<file path="src/core/pxf_map.svh">
`ifndef PXF_MAP_SVH
`define PXF_MAP_SVH

// ---------------------------------------------
// Register byte offsets
// ---------------------------------------------
`define PXF_OFS_CTRL        8'h00
`define PXF_OFS_PHY1        8'h04
`define PXF_OFS_PORT        8'h08
`define PXF_OFS_CONN        8'h0C
`define PXF_OFS_STAT        8'h10
`define PXF_OFS_PING        8'h14

// ---------------------------------------------
// Control register fields
// ---------------------------------------------
`define PXF_CTRL_AUTO       0
`define PXF_CTRL_RCV        1
`define PXF_CTRL_LINK       2
`define PXF_CTRL_ACCEL      3
`define PXF_CTRL_MULTI      4
`define PXF_CTRL_SRST       5
`define PXF_CTRL_LRST       6
`define PXF_CTRL_RESUME     7
`define PXF_CTRL_RESET      8'h07

// ---------------------------------------------
// PHY registers 0001b and 0101b and port register fields
// ---------------------------------------------
`define PXF_PHY1_ADDR       4'h1
`define PXF_PHY5_ADDR       4'h5
`define PXF_PHY1_RHB        7
`define PXF_GAP_RESET       6'h3F
`define PXF_PAGE_PORT       3'h0
`define PXF_PORT_DIS        8
`define PXF_LOCAL_PORT      4'h0

// ---------------------------------------------
// Status register fields
// ---------------------------------------------
`define PXF_STAT_CONN       0
`define PXF_STAT_RST        1
`define PXF_STAT_CFGERR     2
`define PXF_STAT_SPDWARN    3
`define PXF_STAT_PME        4

// ---------------------------------------------
// Remote command codes
// ---------------------------------------------
`define PXF_CMD_DISABLE     3'h1
`define PXF_CMD_ENABLE      3'h5

// ---------------------------------------------
// Timing
// ---------------------------------------------
`define PXF_CLK_NS          100
`define PXF_SHORT_RST_NS    1300
`define PXF_LONG_RST_NS     167000
`define PXF_MIN_IDLE_NS     400
`define PXF_ARB_GAP_NS      1000
`define PXF_SHORT_RST_CYC   ((`PXF_SHORT_RST_NS + `PXF_CLK_NS - 1) / `PXF_CLK_NS)
`define PXF_LONG_RST_CYC    ((`PXF_LONG_RST_NS + `PXF_CLK_NS - 1) / `PXF_CLK_NS)
`define PXF_MIN_IDLE_CYC    ((`PXF_MIN_IDLE_NS + `PXF_CLK_NS - 1) / `PXF_CLK_NS)
`define PXF_ARB_GAP_CYC     ((`PXF_ARB_GAP_NS + `PXF_CLK_NS - 1) / `PXF_CLK_NS)
`define PXF_CONN_TO_RESET   16'h0100
`define PXF_RST_DET_RESET   16'h0010

`endif

</file>
<file path="src/core/pxf_pkg.sv">
package pxf_pkg;

    // ---------------------------------------------
    // Remote command sequencer states
    // ---------------------------------------------
    typedef enum logic [3:0] {
        PXF_RC_IDLE    = 4'h1,
        PXF_RC_NOTIFY  = 4'h2,
        PXF_RC_EXEC    = 4'h4,
        PXF_RC_CONFIRM = 4'h8
    } pxf_rcmd_state_t;

endpackage

</file>
<file path="src/core/pxf_sync.sv">
`timescale 1ns/1ps

module pxf_sync #(
    parameter int W = 4
) (
    input  wire logic         clk,
    input  wire logic         rst_b,
    input  wire logic [W-1:0] d,
    output logic      [W-1:0] q
);

    logic [W-1:0] meta;

    // Two stages per bit; first stage read only by the second
    for (genvar i = 0; i < W; i++) begin : g_bit
        always_ff @(posedge clk or negedge rst_b) begin
            if (!rst_b) begin
                meta[i] <= 1'b0;
                q[i]    <= 1'b0;
            end else begin
                meta[i] <= d[i];
                q[i]    <= meta[i];
            end
        end
    end

endmodule

</file>
<file path="src/core/pxf_conn.sv">
`timescale 1ns/1ps

module pxf_conn (
    input  wire logic        clk,
    input  wire logic        rst_b,
    input  wire logic        port_conn,
    input  wire logic        bus_reset_in,
    input  wire logic [15:0] conn_timeout,
    input  wire logic [15:0] reset_detect,
    output logic             connected,
    output logic             timer_running,
    output logic             conn_event
);

    logic [15:0] conn_cnt;
    logic [15:0] rst_cnt;
    wire         conn_done = (conn_cnt > conn_timeout);
    wire         rst_done  = bus_reset_in && (rst_cnt > reset_detect);

    assign timer_running = port_conn && !connected;

    always_ff @(posedge clk or negedge rst_b) begin
        if (!rst_b) begin
            conn_cnt   <= 16'h0000;
            rst_cnt    <= 16'h0000;
            connected  <= 1'b0;
            conn_event <= 1'b0;
        end else begin
            conn_event <= 1'b0;
            rst_cnt    <= bus_reset_in ? rst_cnt + 16'h0001 : 16'h0000;
            if (!port_conn) begin
                conn_cnt  <= 16'h0000;
                connected <= 1'b0;
            end else if (!connected) begin
                conn_cnt <= conn_cnt + 16'h0001;
                if (conn_done || rst_done) begin
                    connected  <= 1'b1;
                    conn_event <= 1'b1;
                end
            end
        end
    end

endmodule

</file>
<file path="src/core/pxf_top.sv">
`timescale 1ns/1ps
`include "pxf_map.svh"

module pxf_top (
    input  wire logic        CLK_SYS,
    input  wire logic        RST_B,
    input  wire logic        PSEL,
    input  wire logic        PENABLE,
    input  wire logic        PWRITE,
    input  wire logic [7:0]  PADDR,
    input  wire logic [31:0] PWDATA,
    output logic      [31:0] PRDATA,
    output logic             PREADY,
    output logic             PSLVERR,
    input  wire logic [5:0]  NODE_ID,
    input  wire logic        PCFG_VALID,
    input  wire logic [5:0]  PCFG_ROOT_NODE_FIELD,
    input  wire logic        PCFG_R,
    input  wire logic        PCFG_T,
    input  wire logic [5:0]  PCFG_GAP,
    output logic             RXF_PUSH,
    output logic      [31:0] RXF_DATA,
    input  wire logic        PORT_CONNECT,
    input  wire logic        PORT_IS_CHILD,
    input  wire logic        BUS_RESET_IN,
    input  wire logic        BUS_IDLE,
    input  wire logic        SYS_POWER_OFF,
    input  wire logic        RX_ACTIVE,
    input  wire logic        TX_PENDING,
    input  wire logic        CHILD_REPEAT_END,
    output logic             ARB_START,
    output logic             FLYBY_TX,
    output logic             BUS_RESET_OUT,
    input  wire logic        TX_PKT_START,
    input  wire logic        TX_CONCAT,
    input  wire logic [1:0]  TX_SPEED,
    output logic             SPD_SIG,
    output logic      [1:0]  SPD_CODE,
    input  wire logic        PING_RX,
    output logic             SELFID_TX,
    input  wire logic        PING_TX_DONE,
    input  wire logic        ASYNC_TX_DONE,
    input  wire logic        SELFID_RX,
    input  wire logic        ACK_RX,
    input  wire logic        PING_FLAG,
    output logic             TSTAMP_WR,
    output logic      [15:0] TSTAMP_VAL,
    input  wire logic        PKT_RX,
    output logic             ACK_TARDY,
    output logic             PME_B,
    input  wire logic        RCMD_VALID,
    input  wire logic [2:0]  RCMD_CODE,
    input  wire logic [3:0]  RCMD_PORT,
    output logic             DIS_NOTIFY_TX,
    output logic             RCONF_TX,
    input  wire logic        RACC_VALID,
    input  wire logic [3:0]  RACC_ADDR,
    output logic             RREPLY_TX,
    output logic      [7:0]  RREPLY_DATA,
    input  wire logic        RESUME_RX,
    output logic             RESUME_TX,
    output logic             RESUME_START,
    output logic             PORT_BIAS_EN
);

    // ---------------------------------------------
    // Pin synchronisers
    // ---------------------------------------------
    logic [4:0] pin_s;

    pxf_sync #(.W(5)) u_sync (
        .clk   (CLK_SYS),
        .rst_b (RST_B),
        .d     ({SYS_POWER_OFF, BUS_IDLE, BUS_RESET_IN, PORT_IS_CHILD, PORT_CONNECT}),
        .q     (pin_s)
    );

    wire conn_s  = pin_s[0];
    wire child_s = pin_s[1];
    wire brst_s  = pin_s[2];
    wire idle_s  = pin_s[3];
    wire poff_s  = pin_s[4];

    // ---------------------------------------------
    // Registers
    // ---------------------------------------------
    logic [7:0]  ctrl;
    logic        root_holdoff_bit;
    logic [5:0]  gap;
    logic [2:0]  page_sel;
    logic [3:0]  port_sel;
    logic        port_dis;
    logic [15:0] conn_to;
    logic [15:0] rst_det;
    logic        spd_warn;
    logic        pme_pend;
    logic [15:0] ping_cnt;
    logic        ping_run;
    logic        conn_s_d;
    logic        brst_s_d;
    logic [1:0]  last_spd;
    logic [15:0] idle_cnt;
    logic [15:0] rst_cnt;
    logic        srst_pend;
    pxf_pkg::pxf_rcmd_state_t rc_state;
    pxf_pkg::pxf_rcmd_state_t next_rc_state;
    logic [2:0]  rc_code;
    logic [3:0]  rc_port;
    logic        conn_ok;
    logic        conn_timing;
    logic        conn_evt;

    wire auto_phy_packet_handling  = ctrl[`PXF_CTRL_AUTO];
    wire phy_packet_receive_enable = ctrl[`PXF_CTRL_RCV];
    wire link_enable_bit           = ctrl[`PXF_CTRL_LINK];
    wire enab_accel                = ctrl[`PXF_CTRL_ACCEL];
    wire enab_multi                = ctrl[`PXF_CTRL_MULTI];

    // ---------------------------------------------
    // APB decode
    // ---------------------------------------------
    wire apb_acc   = PSEL && PENABLE && !PREADY;
    wire apb_done  = PSEL && PENABLE && PREADY;
    wire wr_en     = apb_done && PWRITE;
    wire hit_ctrl  = (PADDR == `PXF_OFS_CTRL);
    wire hit_phy1  = (PADDR == `PXF_OFS_PHY1);
    wire hit_port  = (PADDR == `PXF_OFS_PORT);
    wire hit_conn  = (PADDR == `PXF_OFS_CONN);
    wire hit_stat  = (PADDR == `PXF_OFS_STAT);
    wire hit_ping  = (PADDR == `PXF_OFS_PING);
    wire mapped    = hit_ctrl | hit_phy1 | hit_port | hit_conn | hit_stat | hit_ping;
    wire cfg_err   = !auto_phy_packet_handling && !phy_packet_receive_enable;
    wire rst_act   = (rst_cnt != 16'h0000);

    wire [31:0] stat_word = {27'h0000000, pme_pend, spd_warn, cfg_err, rst_act, conn_ok};
    wire [31:0] rd_word   = hit_ctrl ? {24'h000000, ctrl} :
                            hit_phy1 ? {24'h000000, root_holdoff_bit, 1'b0, gap} :
                            hit_port ? {23'h000000, port_dis, 1'b0, page_sel, port_sel} :
                            hit_conn ? {rst_det, conn_to} :
                            hit_stat ? stat_word :
                            hit_ping ? {16'h0000, ping_cnt} : 32'h00000000;

    // PHY register image for remote reads
    function automatic logic [7:0] phy_reg(input logic [3:0] a);
        case (a)
            `PXF_PHY1_ADDR: phy_reg = {root_holdoff_bit, srst_pend, gap};
            `PXF_PHY5_ADDR: phy_reg = {6'h00, enab_accel, enab_multi};
            default:        phy_reg = 8'h00;
        endcase
    endfunction

    always_ff @(posedge CLK_SYS or negedge RST_B) begin
        if (!RST_B) begin
            PREADY  <= 1'b0;
            PSLVERR <= 1'b0;
            PRDATA  <= 32'h00000000;
        end else begin
            PREADY  <= apb_acc;
            PSLVERR <= apb_acc && !mapped;
            PRDATA  <= (apb_acc && !PWRITE) ? rd_word : 32'h00000000;
        end
    end

    // ---------------------------------------------
    // Control and port registers
    // ---------------------------------------------
    wire srst_set = wr_en && hit_ctrl && PWDATA[`PXF_CTRL_SRST];
    wire lrst_set = wr_en && hit_ctrl && PWDATA[`PXF_CTRL_LRST];
    wire res_set  = wr_en && hit_ctrl && PWDATA[`PXF_CTRL_RESUME];

    always_ff @(posedge CLK_SYS or negedge RST_B) begin
        if (!RST_B) begin
            ctrl <= `PXF_CTRL_RESET;
        end else if (wr_en && hit_ctrl) begin
            // Request bits are strobes, never stored
            ctrl <= {3'h0, PWDATA[4:0]};
        end
    end

    wire rc_dis  = (rc_state == pxf_pkg::PXF_RC_EXEC) && (rc_code == `PXF_CMD_DISABLE)
                   && (rc_port == `PXF_LOCAL_PORT);
    wire rc_en   = (rc_state == pxf_pkg::PXF_RC_EXEC) && (rc_code == `PXF_CMD_ENABLE)
                   && (rc_port == `PXF_LOCAL_PORT);
    wire sw_port = wr_en && hit_port && (PWDATA[6:4] == `PXF_PAGE_PORT)
                   && (PWDATA[3:0] == `PXF_LOCAL_PORT);

    always_ff @(posedge CLK_SYS or negedge RST_B) begin
        if (!RST_B) begin
            page_sel <= 3'h0;
            port_sel <= 4'h0;
            port_dis <= 1'b0;
            conn_to  <= `PXF_CONN_TO_RESET;
            rst_det  <= `PXF_RST_DET_RESET;
        end else begin
            if (wr_en && hit_port) begin
                page_sel <= PWDATA[6:4];
                port_sel <= PWDATA[3:0];
            end
            if (wr_en && hit_conn) begin
                conn_to <= PWDATA[15:0];
                rst_det <= PWDATA[31:16];
            end
            if (rc_dis) begin
                port_dis <= 1'b1;
            end else if (rc_en) begin
                port_dis <= 1'b0;
            end else if (sw_port) begin
                port_dis <= PWDATA[`PXF_PORT_DIS];
            end
        end
    end

    // ---------------------------------------------
    // PHY configuration packet handling
    // ---------------------------------------------
    // manual mode delivers to FIFO; blocks it while link off
    wire to_fifo  = PCFG_VALID && link_enable_bit && !auto_phy_packet_handling
                    && phy_packet_receive_enable;
    // automatic update; also while link off
    wire auto_upd = PCFG_VALID && (!link_enable_bit
                    || (auto_phy_packet_handling && !phy_packet_receive_enable));

    always_ff @(posedge CLK_SYS or negedge RST_B) begin
        if (!RST_B) begin
            root_holdoff_bit      <= 1'b0;
            gap      <= `PXF_GAP_RESET;
            RXF_PUSH <= 1'b0;
            RXF_DATA <= 32'h00000000;
        end else begin
            RXF_PUSH <= to_fifo;
            if (to_fifo) begin
                RXF_DATA <= {2'h0, PCFG_ROOT_NODE_FIELD, PCFG_R, PCFG_T, PCFG_GAP, 16'h0000};
            end
            if (auto_upd) begin
                root_holdoff_bit <= PCFG_R && (PCFG_ROOT_NODE_FIELD == NODE_ID);
                if (PCFG_T) begin
                    gap <= PCFG_GAP;
                end
            end else if (wr_en && hit_phy1) begin
                root_holdoff_bit <= PWDATA[`PXF_PHY1_RHB];
                gap <= PWDATA[5:0];
            end
        end
    end

    // ---------------------------------------------
    // Connection hysteresis and bus reset
    // ---------------------------------------------
    // connection debounce
    pxf_conn u_conn (
        .clk           (CLK_SYS),
        .rst_b         (RST_B),
        .port_conn     (conn_s),
        .bus_reset_in  (brst_s),
        .conn_timeout  (conn_to),
        .reset_detect  (rst_det),
        .connected     (conn_ok),
        .timer_running (conn_timing),
        .conn_event    (conn_evt)
    );

    wire brst_rise = brst_s && !brst_s_d;
    wire auto_srst = conn_evt || (conn_s_d && !conn_s && child_s)
                     || (brst_rise && RX_ACTIVE) || (brst_rise && conn_timing);
    wire arb_point = idle_s && (idle_cnt == (enab_accel ? 16'(`PXF_MIN_IDLE_CYC) : 16'(`PXF_ARB_GAP_CYC)));

    always_ff @(posedge CLK_SYS or negedge RST_B) begin
        if (!RST_B) begin
            conn_s_d  <= 1'b0;
            brst_s_d  <= 1'b0;
            srst_pend <= 1'b0;
            rst_cnt   <= 16'h0000;
            idle_cnt  <= 16'h0000;
            BUS_RESET_OUT <= 1'b0;
            ARB_START <= 1'b0;
            FLYBY_TX  <= 1'b0;
        end else begin
            conn_s_d <= conn_s;
            brst_s_d <= brst_s;
            // arbitration after idle gap, shorter when accelerated
            idle_cnt  <= idle_s ? idle_cnt + 16'h0001 : 16'h0000;
            ARB_START <= arb_point && (TX_PENDING || srst_pend) && !rst_act;
            // fly-by append on child repeat end
            FLYBY_TX  <= CHILD_REPEAT_END && TX_PENDING && !rst_act;
            if (lrst_set) begin
                rst_cnt <= 16'(`PXF_LONG_RST_CYC);
            end else if (srst_pend && arb_point && !rst_act) begin
                rst_cnt <= 16'(`PXF_SHORT_RST_CYC);
            end else if (rst_act) begin
                rst_cnt <= rst_cnt - 16'h0001;
            end
            if (srst_set || auto_srst) begin
                srst_pend <= 1'b1;
            end else if (arb_point && !rst_act) begin
                srst_pend <= 1'b0;
            end
            BUS_RESET_OUT <= (rst_cnt > 16'h0001) || lrst_set || (srst_pend && arb_point && !rst_act);
        end
    end

    // ---------------------------------------------
    // Speed signaling, ping, timestamps
    // ---------------------------------------------
    always_ff @(posedge CLK_SYS or negedge RST_B) begin
        if (!RST_B) begin
            SPD_SIG    <= 1'b0;
            SPD_CODE   <= 2'h0;
            last_spd   <= 2'h0;
            spd_warn   <= 1'b0;
            SELFID_TX  <= 1'b0;
            ping_run   <= 1'b0;
            ping_cnt   <= 16'h0000;
            TSTAMP_WR  <= 1'b0;
            TSTAMP_VAL <= 16'h0000;
        end else begin
            // per-packet speed signaling when multi enabled
            SPD_SIG <= TX_PKT_START && (enab_multi || !TX_CONCAT);
            if (TX_PKT_START) begin
                SPD_CODE <= TX_SPEED;
                last_spd <= TX_SPEED;
            end
            if (TX_PKT_START && TX_CONCAT && TX_SPEED == 2'h0 && last_spd != 2'h0) begin
                spd_warn <= 1'b1;
            end else if (wr_en && hit_stat && PWDATA[`PXF_STAT_SPDWARN]) begin
                spd_warn <= 1'b0;
            end
            SELFID_TX <= PING_RX;
            TSTAMP_WR <= 1'b0;
            if (PING_TX_DONE || ASYNC_TX_DONE) begin
                ping_run <= 1'b1;
                ping_cnt <= 16'h0000;
            end else if (ping_run && (SELFID_RX || ACK_RX)) begin
                ping_run   <= 1'b0;
                TSTAMP_WR  <= PING_FLAG;
                TSTAMP_VAL <= ping_cnt;
            end else if (ping_run) begin
                ping_cnt <= ping_cnt + 16'h0001;
            end
        end
    end

    // ---------------------------------------------
    // Power-off acknowledge
    // ---------------------------------------------
    always_ff @(posedge CLK_SYS or negedge RST_B) begin
        if (!RST_B) begin
            ACK_TARDY <= 1'b0;
            pme_pend  <= 1'b0;
            PME_B     <= 1'b1;
        end else begin
            // tardy ack first, PME one cycle later
            ACK_TARDY <= PKT_RX && poff_s;
            if (ACK_TARDY) begin
                pme_pend <= 1'b1;
            end else if (wr_en && hit_stat && PWDATA[`PXF_STAT_PME]) begin
                pme_pend <= 1'b0;
            end
            PME_B <= !(pme_pend || ACK_TARDY);
        end
    end

    // ---------------------------------------------
    // Remote packets and resume
    // ---------------------------------------------
    always_comb begin
        case (rc_state)
            pxf_pkg::PXF_RC_IDLE:    next_rc_state = RCMD_VALID ? pxf_pkg::PXF_RC_NOTIFY : pxf_pkg::PXF_RC_IDLE;
            pxf_pkg::PXF_RC_NOTIFY:  next_rc_state = pxf_pkg::PXF_RC_EXEC;
            pxf_pkg::PXF_RC_EXEC:    next_rc_state = pxf_pkg::PXF_RC_CONFIRM;
            pxf_pkg::PXF_RC_CONFIRM: next_rc_state = pxf_pkg::PXF_RC_IDLE;
            default:                 next_rc_state = pxf_pkg::PXF_RC_IDLE;
        endcase
    end

    always_ff @(posedge CLK_SYS or negedge RST_B) begin
        if (!RST_B) begin
            rc_state      <= pxf_pkg::PXF_RC_IDLE;
            rc_code       <= 3'h0;
            rc_port       <= 4'h0;
            DIS_NOTIFY_TX <= 1'b0;
            RCONF_TX      <= 1'b0;
            RREPLY_TX     <= 1'b0;
            RREPLY_DATA   <= 8'h00;
            RESUME_TX     <= 1'b0;
            RESUME_START  <= 1'b0;
            PORT_BIAS_EN  <= 1'b1;
        end else begin
            rc_state <= next_rc_state;
            if (rc_state == pxf_pkg::PXF_RC_IDLE && RCMD_VALID) begin
                rc_code <= RCMD_CODE;
                rc_port <= RCMD_PORT;
            end
            DIS_NOTIFY_TX <= (rc_state == pxf_pkg::PXF_RC_NOTIFY) && (rc_code == `PXF_CMD_DISABLE);
            RCONF_TX <= (rc_state == pxf_pkg::PXF_RC_CONFIRM);
            RREPLY_TX <= RACC_VALID;
            if (RACC_VALID) begin
                RREPLY_DATA <= phy_reg(RACC_ADDR);
            end
            // resume on send or receive; disabled port stays unbiased
            RESUME_TX    <= res_set;
            RESUME_START <= (res_set || RESUME_RX) && !port_dis;
            PORT_BIAS_EN <= !port_dis;
        end
    end

endmodule

</file>
<file path="config.mk">
export PLATFORM = sky130hd
export DESIGN_NAME = pxf_top
export DESIGN_NICKNAME = d
export VERILOG_FILES = /design/src/core/pxf_pkg.sv /design/src/core/pxf_sync.sv /design/src/core/pxf_conn.sv /design/src/core/pxf_top.sv
export VERILOG_INCLUDE_DIRS = /design/src /design/src/core
export SDC_FILE = /design/constraint.sdc
export NUM_CORES = 1
export LEC_CHECK = 0
export BUFFER_PORTS_ARGS = -buffer_cell sky130_fd_sc_hd__buf_4
export CORE_MARGIN = 1
export CORE_UTILIZATION = 50
export CTS_BUF_LIST = sky130_fd_sc_hd__clkbuf_4 sky130_fd_sc_hd__clkbuf_8
export DETAILED_ROUTE_END_ITERATION = 12
export GPL_TIMING_DRIVEN = 0
export PLACE_DENSITY = 0.81
export SETUP_SLACK_MARGIN = 0.1
export SYNTH_ARGS = -nofsm -noshare
export SYNTH_HDL_FRONTEND = slang
export SYNTH_SLANG_ARGS = --single-unit
</file>
<file path="constraint.sdc">
create_clock -name CLK_SYS -period 4.7 [get_ports CLK_SYS]
set_clock_uncertainty 0.15 [all_clocks]
set_input_delay 0.47 -clock CLK_SYS [delete_from_list [all_inputs] [get_ports CLK_SYS]]
set_output_delay 0.47 -clock CLK_SYS [all_outputs]
set_load 0.01 [all_outputs]
</file>
# Yosys cells after proc, flatten, opt, wreduce, memory -nomap -nowiden
# Cells that the tools add are included.
# op_classes
bitwise_logic	6
add_sub_neg	5
reduce_logical	98
mux	44
n_eq_ne	18
magnitude_cmp	3
# ops
cell	n
$mux 16	12
$mux 32	5
$add 16x1->16 const B	4
$logic_and 1x1->1	53
$gt 16x16->1	2
$mux 1	20
$mux 6	3
$eq 16x4->1	1
$eq 8x4->1 const B	2
$eq 8x5->1 const B	2
$gt 16x1->1 const B	1
$pmux 8 s2	1
$reduce_bool 16->1	1
$sub 16x1->16 const B	1
$logic_or 1x1->1	14
$reduce_bool 2->1	7
$logic_not 1->1	13
$pmux 4 s3	1
$eq 4x1->1 const B	2
$eq 4x3->1 const B	2
$eq 8x3->1 const B	1
$logic_not 4->1	2
$logic_not 8->1	1
$eq 6x6->1	1
13 further kinds	22
# totals
in_bits	99
ff_bits	250
wordCells	230
output_inout_bits	107

# Logic depth before layout (Yosys ltp)
# logic_depth
word_depth	9
ltp_mapped	7
mapped_depth_nobuf	7

# Hierarchy
# From an unflattened synthesis, not the netlist that was laid out.
# unflattened
cells_unflattened	1078
area_unflattened_um2	11808.8
# modules_own_cells
module	seq_area_each_um2	area_each_um2	cells_each	n_inst
pxf_top	5172.5	9140.0	808	1
pxf_conn	850.8	2418.6	260	1
pxf_sync	250.2	250.2	10	1

# Worst setup path before layout
# OpenSTA, ideal clock, no wires.
# synth_path
path_kind	input to register
startpoint	input PADDR[1]
endpoint	register conn_to[0]
setup_time_ps	125
path_buffers	2
arrival_ps	2134
required_time_ps	4425
slack_ps	2291
cell_stages	7
cell_sequence	or4_4 nor3_4 and3_1 buf_6 nand2_8 buf_12 mux2_4
# synth_between
elab_chain_len	2
# synth_lines
element	line_no	source
from (decl)	pxf_top.sv:10	input wire logic [7:0] PADDR,
$eq 8x4->1 (no line)	--	
$logic_and 1x1->1	pxf_top.sv:199	if (wr_en && hit_conn) begin
to (signal assigned)	pxf_top.sv:192	conn_to <= `PXF_CONN_TO_RESET;
to (signal assigned)	pxf_top.sv:200	conn_to <= PWDATA[15:0];
to (decl)	pxf_top.sv:93	logic [15:0] conn_to;
# No other way between the ends.
# A chain may end at the register's enable or synchronous reset.

# Worst setup path after layout
# layout_path
startpoint	register PREADY
endpoint	register PRDATA[22]
# layout_between
elab_chain_len	4
# layout_lines
element	line_no	source
from (decl)	pxf_top.sv:13	output logic PREADY,
from (signal assigned)	pxf_top.sv:158	PREADY <= apb_acc;
$logic_not 1->1	pxf_top.sv:122	wire apb_acc = PSEL && PENABLE && !PREADY;
$logic_and 1x1->1	pxf_top.sv:122	
$logic_and 1x1->1	pxf_top.sv:160	PRDATA <= (apb_acc && !PWRITE) ? rd_word : 32'h00000000;
$mux 32	pxf_top.sv:160	
to (signal assigned)	pxf_top.sv:160	
to (decl)	pxf_top.sv:12	output logic [31:0] PRDATA,
# No other way between the ends.

==> results.md <==
* I/O pin total at 206
* Period utilisation layout at 0.5594
* Synth Flop Type: dfrtp_1
* Synth top area cells: dfrtp_1 (50%), mux2_2 (4.8%), ha_1 (4.1%)
* Max_slew headroom at 0.2491
* Crit end category: flop
* Post-DP HPWL at slightly above 20,000 um
* Final setup fails at 0
* Pwr per Cell Area at about 320 mW/mm2
* Nets at roughly 1,500
* Initial DRC count at roughly 610
* Reg-to-Reg Start: PREADY
* FMAX at ~380 MHz
* Worst setup path start: PREADY
* Die area at approximately 0.024 mm2
* Grt ovf at 0
* Core Util, Final at 0.6456
* WL final at a little under 30,000 um
* Critical path required time at between 5 and 6 ns
* CP Launch Type: flop
* Per-cell routed wire length at 17.41 um
* Sequential area share after synthesis at 0.5287
* Pre-antenna DRT Iters at 5
* # H-tree levels at 2
* CTS tree: built
* Final min period at 2.629 ns
* Synth Warn # at 0
* Synth Cell Area at 0.01187 mm2
* Max-cap viol count at 0
* Worst R2R Setup Slack at 2.07 ns
* CTS buffer count at 41
* Via/cell ratio at roughly 5.3
* DRT antenna net count at 0
* Hold Fails Final Rpt at 0
* Total core area at approximately 0.023 mm2
* Setup CP Type: flop to flop
* Synth area leader: dfrtp_1
* First-pass GRT wire length at between 40,000 and 50,000 um
* PortBufs at ~190
* Clock Tree Buf Depth at 3
* Global Route Usage Sum at 0.2494
* Layout cells sized above 1 at 0.2802
* Post-Syn Area per Cell at around 11 um2
* Vias in the first global route at a little over 9,000
* CTS sink count at 250
* Clk_lat worst skew at approximately 0.54 ns
* TNS Setup at 0 ns
* Hold Path Class: primary input to flop
* Root Buffer: clkbuf_8
* Die Width at between 150 and 200 um
* Area grow syn2layout at 27.33%
* Async SR Flop Fraction at 1.000
* Clk slew on worst S/H paths at around 0.060 ns
* Area share of the largest cell type after synthesis at 0.4977
* Yosys reg bits at between 200 and 300
* Via Count at 9,064
* Hold_sp: PWDATA[10]
* Initial core utilization at 0.5070
* Largest net degree at the start of global routing at 100
* Peak supply drop at approximately 240 uV
* Leak Pwr at about 0.0073 uW
* Syn Inst Count at 1,059
* Rows at 56
* Cts repair resizes at 0
* Most common cell after layout, fill and taps aside: dfrtp_1
* # DRC at 0
* Final Slew Violations at 0
* Worst Max-Slew Pin Slew at ~1.1 ns
* Crit path DAT at ~3 ns
* Height of the die at between 150 and 200 um
* Final GP Congestion at around 0.95
* Netlist cell types at 71
* Status: completed
* Crit Path Max Fanout at 10
* Highest-count cells in the layout ignoring fill and taps: dfrtp_1 (236), buf_4 (204), nand2_1 (91), nor2_1 (67), inv_1 (58)
* RSZ-0062 raised after global routing: no
* Initial antenna violation count at 2
* Post-synth EDFFs at 0
[Yosys cell counts, drive strengths merged (11+ instances only)]
| library cell | instances |
|---|---|
| a21oi | 29 |
| a22oi | 11 |
| and2 | 50 |
| and3 | 14 |
| buf | 26 |
| clkbuf | 20 |
| dfrtp | 236 |
| dfstp | 14 |
| ha | 39 |
| inv | 58 |
| mux2 | 81 |
| nand2 | 92 |
| nand3 | 32 |
| nand4 | 24 |
| nor2 | 67 |
| nor2b | 13 |
| nor3 | 20 |
| nor4 | 14 |
| o21ai | 40 |
| or3 | 11 |
| xnor2 | 31 |
| xor2 | 35 |
[what timing repair did]
action / in CTS / in global routing
setup buffers: 0 / 0
hold buffers: 49 / 0
endpoints found under the setup margin: 0 / 0
hold endpoints to repair: 119 / 0
[flip-flops by register name, summed over array words and instances (netlist names), 16 cells and up]
register	count
u_conn.conn_cnt	16
PRDATA	32
rst_det	16
rst_cnt	16
conn_to	16
u_conn.rst_cnt	16
idle_cnt	16
ping_cnt	16
TSTAMP_VAL	16
[layer usage]
| layer | wire length, um | vias up | GRT usage |
|---|---|---|---|
| li1 | - | 4265 | - |
| met1 | 12160 | 4437 | 0.3137 |
| met2 | 14620 | 295 | 0.4184 |
| met3 | 1940 | 67 | 0.05639 |
| met4 | 903 | 0 | 0.09570 |
| met5 | 0 | - | 0 |
[through the flow]
step	total power, uW	std cells	cell area, um2	setup WS [ns]	hold WS (ns)
after global routing	4973	1702	15110	1.872	0.004905
after global placement	2838	1582	13730	1.077	0.1836
after CTS	4808	1700	15100	2.102	0.0004051
after floorplan	2635	1076	11930	2.291	0.02441
final	4770	1702	15110	2.071	0.02389
after detailed placement	2864	1584	13790	1.915	0.1855
[worst paths after layout]
kind | end | cells past startpoint
worst max-delay path | PRDATA[22] | 5
worst min-delay path | conn_to[10] | 2
worst max register to register | PRDATA[22] | 5
worst min register to register | u_sync.q[3] | 0
max in group asynchronous | rst_det[11] | 3
min in group asynchronous | TSTAMP_VAL[14] | 2
[cell families after synthesis]
kind of cell,after synthesis,synth area share
other cells,1,0.0003161
xor+xnor,66,0.04872
buf+inv,105,0.04408
fa+ha+maj,39,0.04113
compound gates,136,0.07371
mux,90,0.09501
simple gates,372,0.1683
flops,250,0.5287
[report_power, final]
part           total, uW  switching (uW)  internal, uW
clock network       1910             842          1060
logic                494             241           253
registers           2370            96.5          2270
total               4770            1180          3590
[worst max-delay path, stage by stage (launching register included)]
cell,delay (ns)
dfrtp_1,0.40
nor3_1,0.91
a21bo_1,0.44
nor2b_4,0.25
clkbuf_2,0.26
and2_1,0.16
[area by class of cell]
class,count,area (um2)
fill,1819,8294
sequential,250,6274
multi-input combinational,721,5132
timing repair buffer,238,1957
clock buffer,62,790.8
tap,319,399.1
buffer,46,301.5
inverter,59,221.5
clock inverter,5,27.53
antenna,2,5.005
Power figures use the tool's default switching activity.
